## src/verilog/dioirq_pkg.sv

```systemverilog
package dioirq_pkg;

    // Geometry
    localparam int NUM_PORTS = 12;
    localparam int PORT_W = 8;
    localparam int PIN_W = NUM_PORTS * PORT_W;
    localparam int NUM_CHAN = 4;

    // Register offsets in the I/O window
    localparam logic [7:0] ADDR_RESET_CTL = 8'h00;
    localparam logic [7:0] ADDR_IRQ_EN = 8'h05;
    localparam logic [7:0] ADDR_IRQ_LEVEL = 8'h07;
    localparam logic [7:0] ADDR_PORT_BASE = 8'h10;
    localparam logic [7:0] ADDR_DIR_LO = 8'h20;
    localparam logic [7:0] ADDR_DIR_HI = 8'h21;
    localparam logic [7:0] ADDR_IRQ_POL = 8'h2a;

    // Field positions
    localparam int RESET_CTL_BIT = 0;
    localparam int DIR_LO_PORTS = 8;

    // Bit index of each channel source within the pin vector
    localparam int SRC_BIT_A = 2 * PORT_W;
    localparam int SRC_BIT_B = 5 * PORT_W;
    localparam int SRC_BIT_C = 8 * PORT_W;
    localparam int SRC_BIT_D = 11 * PORT_W;

    // Reset values
    localparam logic RST_OPS_EN = 1'b0;
    localparam logic [NUM_PORTS-1:0] RST_DIR = 12'h000;
    localparam logic [PORT_W-1:0] RST_LATCH_BYTE = 8'h00;
    localparam logic [NUM_CHAN-1:0] RST_IRQ_EN = 4'h0;
    localparam logic [NUM_CHAN-1:0] RST_IRQ_POL = 4'h0;
    localparam logic [7:0] RDATA_IDLE = 8'h00;

    // Host-side register access
    typedef struct packed {
        logic [7:0] addr;
        logic wr;
        logic rd;
        logic [7:0] wdata;
    } dioirq_io_req_t;

    // Whole state of the block
    typedef struct packed {
        logic ops_en;
        logic [NUM_PORTS-1:0] dir;
        logic [PIN_W-1:0] latch;
        logic [NUM_CHAN-1:0] irq_en;
        logic [NUM_CHAN-1:0] pol;
        logic [PIN_W-1:0] sync1;
        logic [PIN_W-1:0] sync2;
        logic [7:0] rdata;
        logic rvalid;
        logic irq_n;
    } dioirq_state_t;

endpackage

```

## src/verilog/dioirq_top.sv

```systemverilog
`timescale 1ns/100ps
// Summary of operation
// [RULE_01] Twelve byte ports, each input or latched output
// [RULE_02] Every port comes up as input
// [RULE_03] Port operations start disabled, latches unwritten
// [RULE_04] Low reset control disables ports, high enables
// [RULE_05] Input port read returns pin levels
// [RULE_06] Output port read returns latch value
// [RULE_07] Write to input port only updates latch
// [RULE_08] Four channels sourced from ports 2,5,8,11
// [RULE_09] Host interrupt is active-low level output
// [RULE_10] Channels equal priority, one shared interrupt
// [RULE_11] Per-channel enable, one enables
// [RULE_12] Polarity zero inverts source, one passes it
// [RULE_13] Software sets polarity so channel idles low
// [RULE_14] Software flips polarity each interrupt for pulses
// [RULE_15] Software compares saved levels, toggles changed
// [RULE_16] Source should hold about 20ms
// [RULE_17] Offset 0x2a write sets channel polarities
// [RULE_18] Software enables ports before configuring them
// [RULE_19] Offset 7 read shows four channel levels
// [RULE_20] Interrupt is NOR of enabled channels
module dioirq_top
    import dioirq_pkg::*;
(
    // Clock and reset
    input wire logic i_ref_clk,
    input wire logic i_reset,
    // Host register port
    input wire logic [7:0] i_io_addr,
    input wire logic i_io_wr,
    input wire logic i_io_rd,
    input wire logic [7:0] i_io_wdata,
    output logic [7:0] o_io_rdata,
    output logic o_io_rdata_valid,
    // Port pins
    input wire logic [PIN_W-1:0] i_port_pins,
    output logic [PIN_W-1:0] o_port_out,
    output logic [PIN_W-1:0] o_port_oe,
    // Host interrupt
    output logic o_host_irq_n
);

    dioirq_state_t st_ff;
    dioirq_state_t nxt_st;
    dioirq_io_req_t req;
    logic [NUM_CHAN-1:0] src;
    logic [NUM_CHAN-1:0] chan;
    logic [PIN_W-1:0] view;

    // True when the address hits one of the port data registers
    function automatic logic is_port(input logic [7:0] addr);
        is_port = (addr >= ADDR_PORT_BASE) &&
                  (addr < ADDR_PORT_BASE + 8'(NUM_PORTS));
    endfunction

    // Port number selected by a port data address
    function automatic logic [3:0] port_index(input logic [7:0] addr);
        logic [7:0] diff;
        diff = addr - ADDR_PORT_BASE;
        port_index = diff[3:0];
    endfunction

    // Group host request signals
    assign req = '{addr: i_io_addr, wr: i_io_wr, rd: i_io_rd,
                   wdata: i_io_wdata};

    // Visible level of each port bit: pins or read-back latch
    always_comb begin
        for (int p = 0; p < NUM_PORTS; p++) begin
            view[p*PORT_W +: PORT_W] = st_ff.dir[p] ?
                st_ff.latch[p*PORT_W +: PORT_W] : // [RULE_06]
                st_ff.sync2[p*PORT_W +: PORT_W];  // [RULE_05]
        end
    end

    // Channel sources and polarity selection
    assign src = {view[SRC_BIT_D], view[SRC_BIT_C],
                  view[SRC_BIT_B], view[SRC_BIT_A]}; // [RULE_08]
    assign chan = ~(src ^ st_ff.pol); // [RULE_12]

    // Next-state logic
    always_comb begin
        nxt_st = st_ff;
        nxt_st.sync1 = i_port_pins;
        nxt_st.sync2 = st_ff.sync1;
        nxt_st.rvalid = req.rd;
        nxt_st.rdata = RDATA_IDLE;
        // Single merged level, equal priority, active low
        nxt_st.irq_n = // [RULE_09] [RULE_10]
            ~|(st_ff.irq_en & chan); // [RULE_11] [RULE_20]
        if (req.wr) begin
            case (req.addr)
                ADDR_RESET_CTL: begin
                    nxt_st.ops_en = req.wdata[RESET_CTL_BIT]; // [RULE_04]
                end
                ADDR_IRQ_EN: begin
                    nxt_st.irq_en = req.wdata[NUM_CHAN-1:0]; // [RULE_11]
                end
                ADDR_IRQ_POL: begin
                    nxt_st.pol = req.wdata[NUM_CHAN-1:0]; // [RULE_17]
                end
                ADDR_DIR_LO: begin
                    if (st_ff.ops_en) begin
                        nxt_st.dir[DIR_LO_PORTS-1:0] = req.wdata; // [RULE_01]
                    end
                end
                ADDR_DIR_HI: begin
                    if (st_ff.ops_en) begin
                        nxt_st.dir[NUM_PORTS-1:DIR_LO_PORTS] =
                            req.wdata[NUM_PORTS-DIR_LO_PORTS-1:0];
                    end
                end
                default: begin
                    // Latch takes the write only while ports are enabled, pins follow dir
                    if (is_port(req.addr) && st_ff.ops_en) begin
                        nxt_st.latch[port_index(req.addr)*PORT_W +: PORT_W]
                            = req.wdata; // [RULE_07]
                    end
                end
            endcase
        end
        if (req.rd) begin
            case (req.addr)
                ADDR_RESET_CTL: begin
                    nxt_st.rdata = {7'h00, st_ff.ops_en};
                end
                ADDR_IRQ_EN: begin
                    nxt_st.rdata = {4'h0, st_ff.irq_en};
                end
                ADDR_IRQ_LEVEL: begin
                    nxt_st.rdata = {4'h0, src}; // [RULE_19]
                end
                ADDR_DIR_LO: begin
                    nxt_st.rdata = st_ff.dir[DIR_LO_PORTS-1:0];
                end
                ADDR_DIR_HI: begin
                    nxt_st.rdata = {4'h0, st_ff.dir[NUM_PORTS-1:DIR_LO_PORTS]};
                end
                default: begin
                    if (is_port(req.addr) && st_ff.ops_en) begin
                        nxt_st.rdata =
                            view[port_index(req.addr)*PORT_W +: PORT_W];
                    end
                end
            endcase
        end
    end

    // State register with synchronous reset
    always_ff @(posedge i_ref_clk) begin
        if (i_reset) begin
            st_ff.ops_en <= RST_OPS_EN; // [RULE_03]
            st_ff.dir <= RST_DIR; // [RULE_02]
            st_ff.latch <= {NUM_PORTS{RST_LATCH_BYTE}};
            st_ff.irq_en <= RST_IRQ_EN;
            st_ff.pol <= RST_IRQ_POL;
            st_ff.sync1 <= {NUM_PORTS{RST_LATCH_BYTE}};
            st_ff.sync2 <= {NUM_PORTS{RST_LATCH_BYTE}};
            st_ff.rdata <= RDATA_IDLE;
            st_ff.rvalid <= 1'b0;
            st_ff.irq_n <= 1'b1;
        end else begin
            st_ff <= nxt_st;
        end
    end

    // Pin drivers: enabled only for output ports while operating
    always_comb begin
        for (int p = 0; p < NUM_PORTS; p++) begin
            o_port_oe[p*PORT_W +: PORT_W] =
                {PORT_W{st_ff.dir[p] & st_ff.ops_en}}; // [RULE_04]
        end
    end
    assign o_port_out = st_ff.latch;
    assign o_io_rdata = st_ff.rdata;
    assign o_io_rdata_valid = st_ff.rvalid;
    assign o_host_irq_n = st_ff.irq_n;
endmodule

```

## config.mk

```make
export PLATFORM = sky130hd
export DESIGN_NAME = dioirq_top
export DESIGN_NICKNAME = d
export VERILOG_FILES = /design/src/verilog/dioirq_pkg.sv /design/src/verilog/dioirq_top.sv
export SDC_FILE = /design/constraint.sdc
export NUM_CORES = 1
export LEC_CHECK = 0
export BUFFER_PORTS_ARGS = -buffer_cell sky130_fd_sc_hd__buf_2
export CAP_MARGIN = 10
export CORE_AREA = 2 2 189 191
export CTS_CLUSTER_DIAMETER = 60
export DETAILED_ROUTE_END_ITERATION = 16
export DIE_AREA = 0 0 191 193
export PLACE_DENSITY = 0.66
export SYNTH_ARGS = -nofsm -noshare
export SYNTH_HDL_FRONTEND = slang
export SYNTH_SLANG_ARGS = --single-unit
export TNS_END_PERCENT = 30
```

## constraint.sdc

```tcl
create_clock -name i_ref_clk -period 4 [get_ports i_ref_clk]
set_input_delay 0.2 -clock i_ref_clk [delete_from_list [all_inputs] [get_ports i_ref_clk]]
set_output_delay 0.2 -clock i_ref_clk [all_outputs]
set_load 0.02 [all_outputs]
```

# Word-level counts from Yosys, hierarchy flattened
# Cells that the tools add are included.
dict set report op_classes {
  bitwise_logic 17
  n_eq_ne 5
  shifts 3
  add_sub_neg 2
  n_reduce_logical 13
  order_cmp 2
  muxes 15
}
# operator count
set op_table {}
lappend op_table {{2-to-1 mux 8 bit} 13}
lappend op_table {{bitwise mux 96 bit} 1}
lappend op_table {{variable shift 8 x 34 -> 96 bit (first input constant)} 1}
lappend op_table {{indexed part select 8 x 34 -> 96 bit} 1}
lappend op_table {{indexed part select 96 x 8 -> 8 bit} 1}
lappend op_table {{case mux 8 bit (5 select lines)} 1}
lappend op_table {{negation 7 -> 34 bit} 1}
lappend op_table {{equality test 8 x 6 -> 1 bit (second input constant)} 3}
lappend op_table {{equality test 8 x 3 -> 1 bit (second input constant)} 2}
lappend op_table {{bitwise AND 1 bit} 12}
lappend op_table {{AND reduction 3 bit} 3}
lappend op_table {{>= comparator 8 x 5 -> 1 bit (second input constant)} 1}
lappend op_table {{zero test 8 bit} 1}
lappend op_table {{< comparator 8 x 5 -> 1 bit (second input constant)} 1}
lappend op_table {{AND reduction 2 bit} 3}
lappend op_table {{OR reduction 5 bit} 1}
lappend op_table {{bitwise AND 4 bit} 1}
lappend op_table {{inverter 4 bit} 1}
lappend op_table {{OR reduction 4 bit} 1}
lappend op_table {{subtractor 4 x 1 -> 4 bit (second input constant)} 1}
lappend op_table {{bitwise XOR 4 bit} 1}
lappend op_table {{logical AND 1 bit} 2}
lappend op_table {{inverter 1 bit} 2}
lappend op_table {{OR reduction 2 bit} 1}
lappend op_table {{zero test 1 bit} 1}
dict set report totals {
  out_inout_bits 202
  input_bits 116
  reg_bits 319
  wordCells 68
}

# Logic depth before layout (Yosys ltp)
dict set report logic_depth {
  depth_word 6
  depth_mapped 12
  mapped_depth_nobuf 8
}

# Worst setup path after synthesis
# OpenSTA, ideal clock, no wires.
dict set report synth_path {
  kind {input to register}
  from {input port i_io_addr[0]}
  to {register st_ff, in the netlist o_port_out[24]}
  t_arrival_ns 2.449
  setup_time_ns 0.128
  setup_slack_ns 1.424
  n_path_buf 5
  stages 12
  path_cell_list {buf_2 -> inv_1 -> buf_1 -> ha_1 -> buf_2 -> or3b_1 -> buf_2 -> nand3_1 -> or3_1 -> buf_2 -> mux2i_1 -> nor2_1}
}
dict set report synth_via {
  elab_chain_len 4
  elab_cells_between_ends 17
}
# element line
set synth_lines {}
lappend synth_lines {{start, declared} dioirq_top.sv:30} ;# input wire logic [7:0] i_io_addr,
lappend synth_lines {{subtractor 4 x 1 -> 4 bit (tied with other cells)} dioirq_top.sv:60} ;# diff = addr - ADDR_PORT_BASE;
lappend synth_lines {{negation 7 -> 34 bit (tied with other cells)} dioirq_top.sv:117} ;# nxt_st.latch[port_index(req.addr)*PORT_W +: PORT_W]
lappend synth_lines {{indexed part select 8 x 34 -> 96 bit (tied with other cells)} dioirq_top.sv:117}
lappend synth_lines {{bitwise mux 96 bit or AND reduction 3 bit (tied branches)} -}
lappend synth_lines {{end signal, assigned} dioirq_top.sv:164} ;# st_ff <= nxt_st;
lappend synth_lines {{end, declared} dioirq_top.sv:44} ;# dioirq_state_t st_ff;
# Several ways; a longest one is shown, not always the timed one.
# A chain may end at the register's enable or synchronous reset.

# Worst setup path in the final report
dict set report layout_path {
  from {input port i_io_addr[1]}
  to {register st_ff, in the netlist o_port_out[39]}
}
# Same word-level chain as after synthesis.

==> impl_metrics.toml <==
[placement]
port_buffers = 317
detailed_place_hpwl_mm = 30.7
dp.cells = 1910
gp_congestion = 0.922

[critical_path]
crit_fanout = 15
crit_end = "o_port_out[39]"
reg2reg_depth = 5
crit_path_start_kind = "input pin"
rr_endpoint = "o_io_rdata[6]"
end_kind = "flip-flop"
crit_type = "input pin to flip-flop"
worstReg2RegStart = "st_ff[316]"
crit_required_ps = 4380
arrival_ps = 2970
r2r_slack_ps = 1700
critPathLaunch = "i_io_addr[1]"

[clock_tree]
cts_max_level = 2
cts.sinks = 319
cts_tree = "built"
clkTransAtPathRegs_ps = 60
cts_made_buffers = 37
cts_root_buffer = "clkbuf_16"
cts_max_path_buffers = 3
cts_setup_buffers = 0
insertion_delay_ps = 520

[sta]
period_minus_slack_ps = 2600
tightest_slew_ps = 939
max_freq_ghz = 0.385
finalSetupViolCount = 0
max-slew-margin-rel_pct = 37.4
slew_violations = 0
finClkSkew_ps = 16.0
setup_tns_ps = 0
final.period_utilization_pct = 64.9
hold_violations = 0
grt_setup_unrepaired = "false"

[synth]
synth_top_cell_by_area = "dfxtp_1"
ys_top_cells_by_area = "dfxtp_1 (46%), mux2i_1 (11%), buf_4 (10%), nor2b_1 (9.4%), nor2_1 (2.5%)"
synthCells = 1388
synth_area_um2 = 13700
async_reset_ff_share_pct = 0
ys_types = 60
synth_area_per_cell_um2 = 9.90
ys_seq_elements = 319
synth_top_area_share_pct = 46.5
ys.flop_type = "dfxtp_1"
yosysSeqAreaShare_pct = 46.5
ys_warn_count = 0
synth_nets = 1509
synth_edf_count = 0

[detailed_routing]
dr_wl_met3_mm = 2.96
antenna_left = 0
wl_mm = 42.3
via_per_inst = 4.88
wl_met1_mm = 18.0
wl_met2_mm = 19.8
dr.pass1.iters = 7
maxUsedRoutingLayer = "met4"
drtIter0Drc = 681
route.detailed.drc = 0
post_drt_wl_per_cell_um = 20.4
via_count = 10130

[cells_and_area]
nNetsFinal = 1705
area_growth_pct = 20.2
final_cells = 2075
drive_above_1_share_pct = 26.6

[floorplan]
die_area_um2 = 36900
chipHeight_um = 193
die_w_um = 191
start_util_pct = 39.3
fp.coreArea_um2 = 35000
num_rows = 69
io_pins = 318

[status]
status = "complete, no violations"

[run]
maxCapViolCount = 0

[power]
p_per_area_nw_per_um2 = 439
ir_drop_v = 0.000263
power_leakage_nw = 7.00

[worst_hold_path]
holdPathStages = 3
worstHoldPathType = "input pin to flip-flop"
hp-start = "i_io_wr"

[global_routing]
grt_use_total_pct = 22.4
grt_pass1_vias = 9688
grt_max_degree = 162
grt_pass1_wl_mm = 60.9
overflow = 0
antenna_found_initial = 3
metal layers:
metal | vias up | global-route usage [%]
met1 | 4798 | 28.8
met5 | - | 0
met4 | 0 | 8.86
li1 | 4861 | -
met2 | 386 | 36.8
met3 | 85 | 4.56
Yosys cell counts (9+ instances only):
master / number
dfxtp_1: 319
nor2b_1: 207
buf_4: 189
mux2i_1: 157
nor2_1: 92
clkbuf_1: 70
nand2_1: 34
and2_1: 30
nand3_1: 28
a21oi_1: 26
o21ai_0: 21
a211oi_1: 20
nand2b_1: 18
and3_1: 14
nor3_1: 11
o21ai_1: 11
buf_2: 9
mux2_2: 9
cells in the final DEF, fill, tap and decap left out, types with 5 or more instances in the layout:
master / instances
and3_1: 14
bufinv_16: 5
buf_2: 316
nand2b_1: 18
a31oi_1: 5
buf_4: 20
and2_1: 30
nand3_1: 28
dlygate4sd3_1: 96
o21ai_1: 11
ha_1: 5
a211oi_1: 20
nand3b_1: 8
mux4_2: 7
mux2_2: 9
inv_1: 6
mux2i_1: 157
o221ai_1: 8
clkbuf_1: 6
a22oi_1: 6
dfxtp_1: 319
nor3_1: 11
a21oi_1: 26
o21ai_0: 21
nor2_1: 92
or3_1: 6
nand2_1: 34
clkbuf_16: 37
o22ai_1: 7
nor2b_1: 207
worst max-delay path, stage by stage:
cell	delay [ps]
buf_2	300
or3_1	470
inv_2	130
ha_1	470
inv_1	60
or2_1	280
or4_1	740
mux2i_1	250
nor2_1	60
layout make-up:
class / count / area [um2]
clock inverters: 19 / 259
repair buffers: 433 / 2710
clock buffers: 46 / 990
inverters: 8 / 30.0
multi-input cells: 785 / 5550
fillers: 3355 / 18500
well taps: 461 / 577
flip-flops and latches: 319 / 6390
diodes: 4 / 10.0
metrics by stage:
step	worst slack, ps	util, %	instance area, um2	hold slack, ps	power [W]
after floorplan	1420	-	13700	328	0.00360
after global placement	968	40.9	14300	411	0.00378
after detailed placement	913	40.9	14300	412	0.00378
after CTS	1440	47.2	16500	32.4	0.00732
after global routing	1200	47.2	16500	65.2	0.00748
final	1400	47.2	16500	61.6	0.00724
report_power, final:
part	leakage [nW]	total [W]	internal [W]	switching (W)
Sequential	2.61	0.00329	0.00327	0.0000237
Clock	0.606	0.00345	0.00210	0.00135
Combinational	3.78	0.000497	0.000222	0.000274
worst min-delay path by stage:
stage,end,slack (ps)
finish,st_ff[209],60
detailed placement,nxt_st[51],410
floorplan,nxt_st[100],330
global placement,nxt_st[47],410
CTS,st_ff[209],30
global route,st_ff[209],70
what timing repair did:
item | CTS | global route
resized for setup | 0 | 0
hold endpoints to repair | 96 | 0
hold buffers | 96 | 0
sequential cells by signal, summed over array words and instances, names as in the netlist:
name              flops
o_io_rdata_valid      1
st_ff               117
o_port_out           96
nxt_st               96
o_host_irq_n          1
o_io_rdata            8
kinds of logic after synthesis:
| group | count (synthesis) | synth area share [%] |
|---|---|---|
| buf+inv | 284 | 13.1 |
| xor+xnor | 5 | 0.374 |
| compound gates | 125 | 5.97 |
| mux | 173 | 13.3 |
| simple gates | 477 | 20.3 |
| flops | 319 | 46.5 |
| fa+ha+maj | 5 | 0.455 |
(Power assumes the default switching activity.)
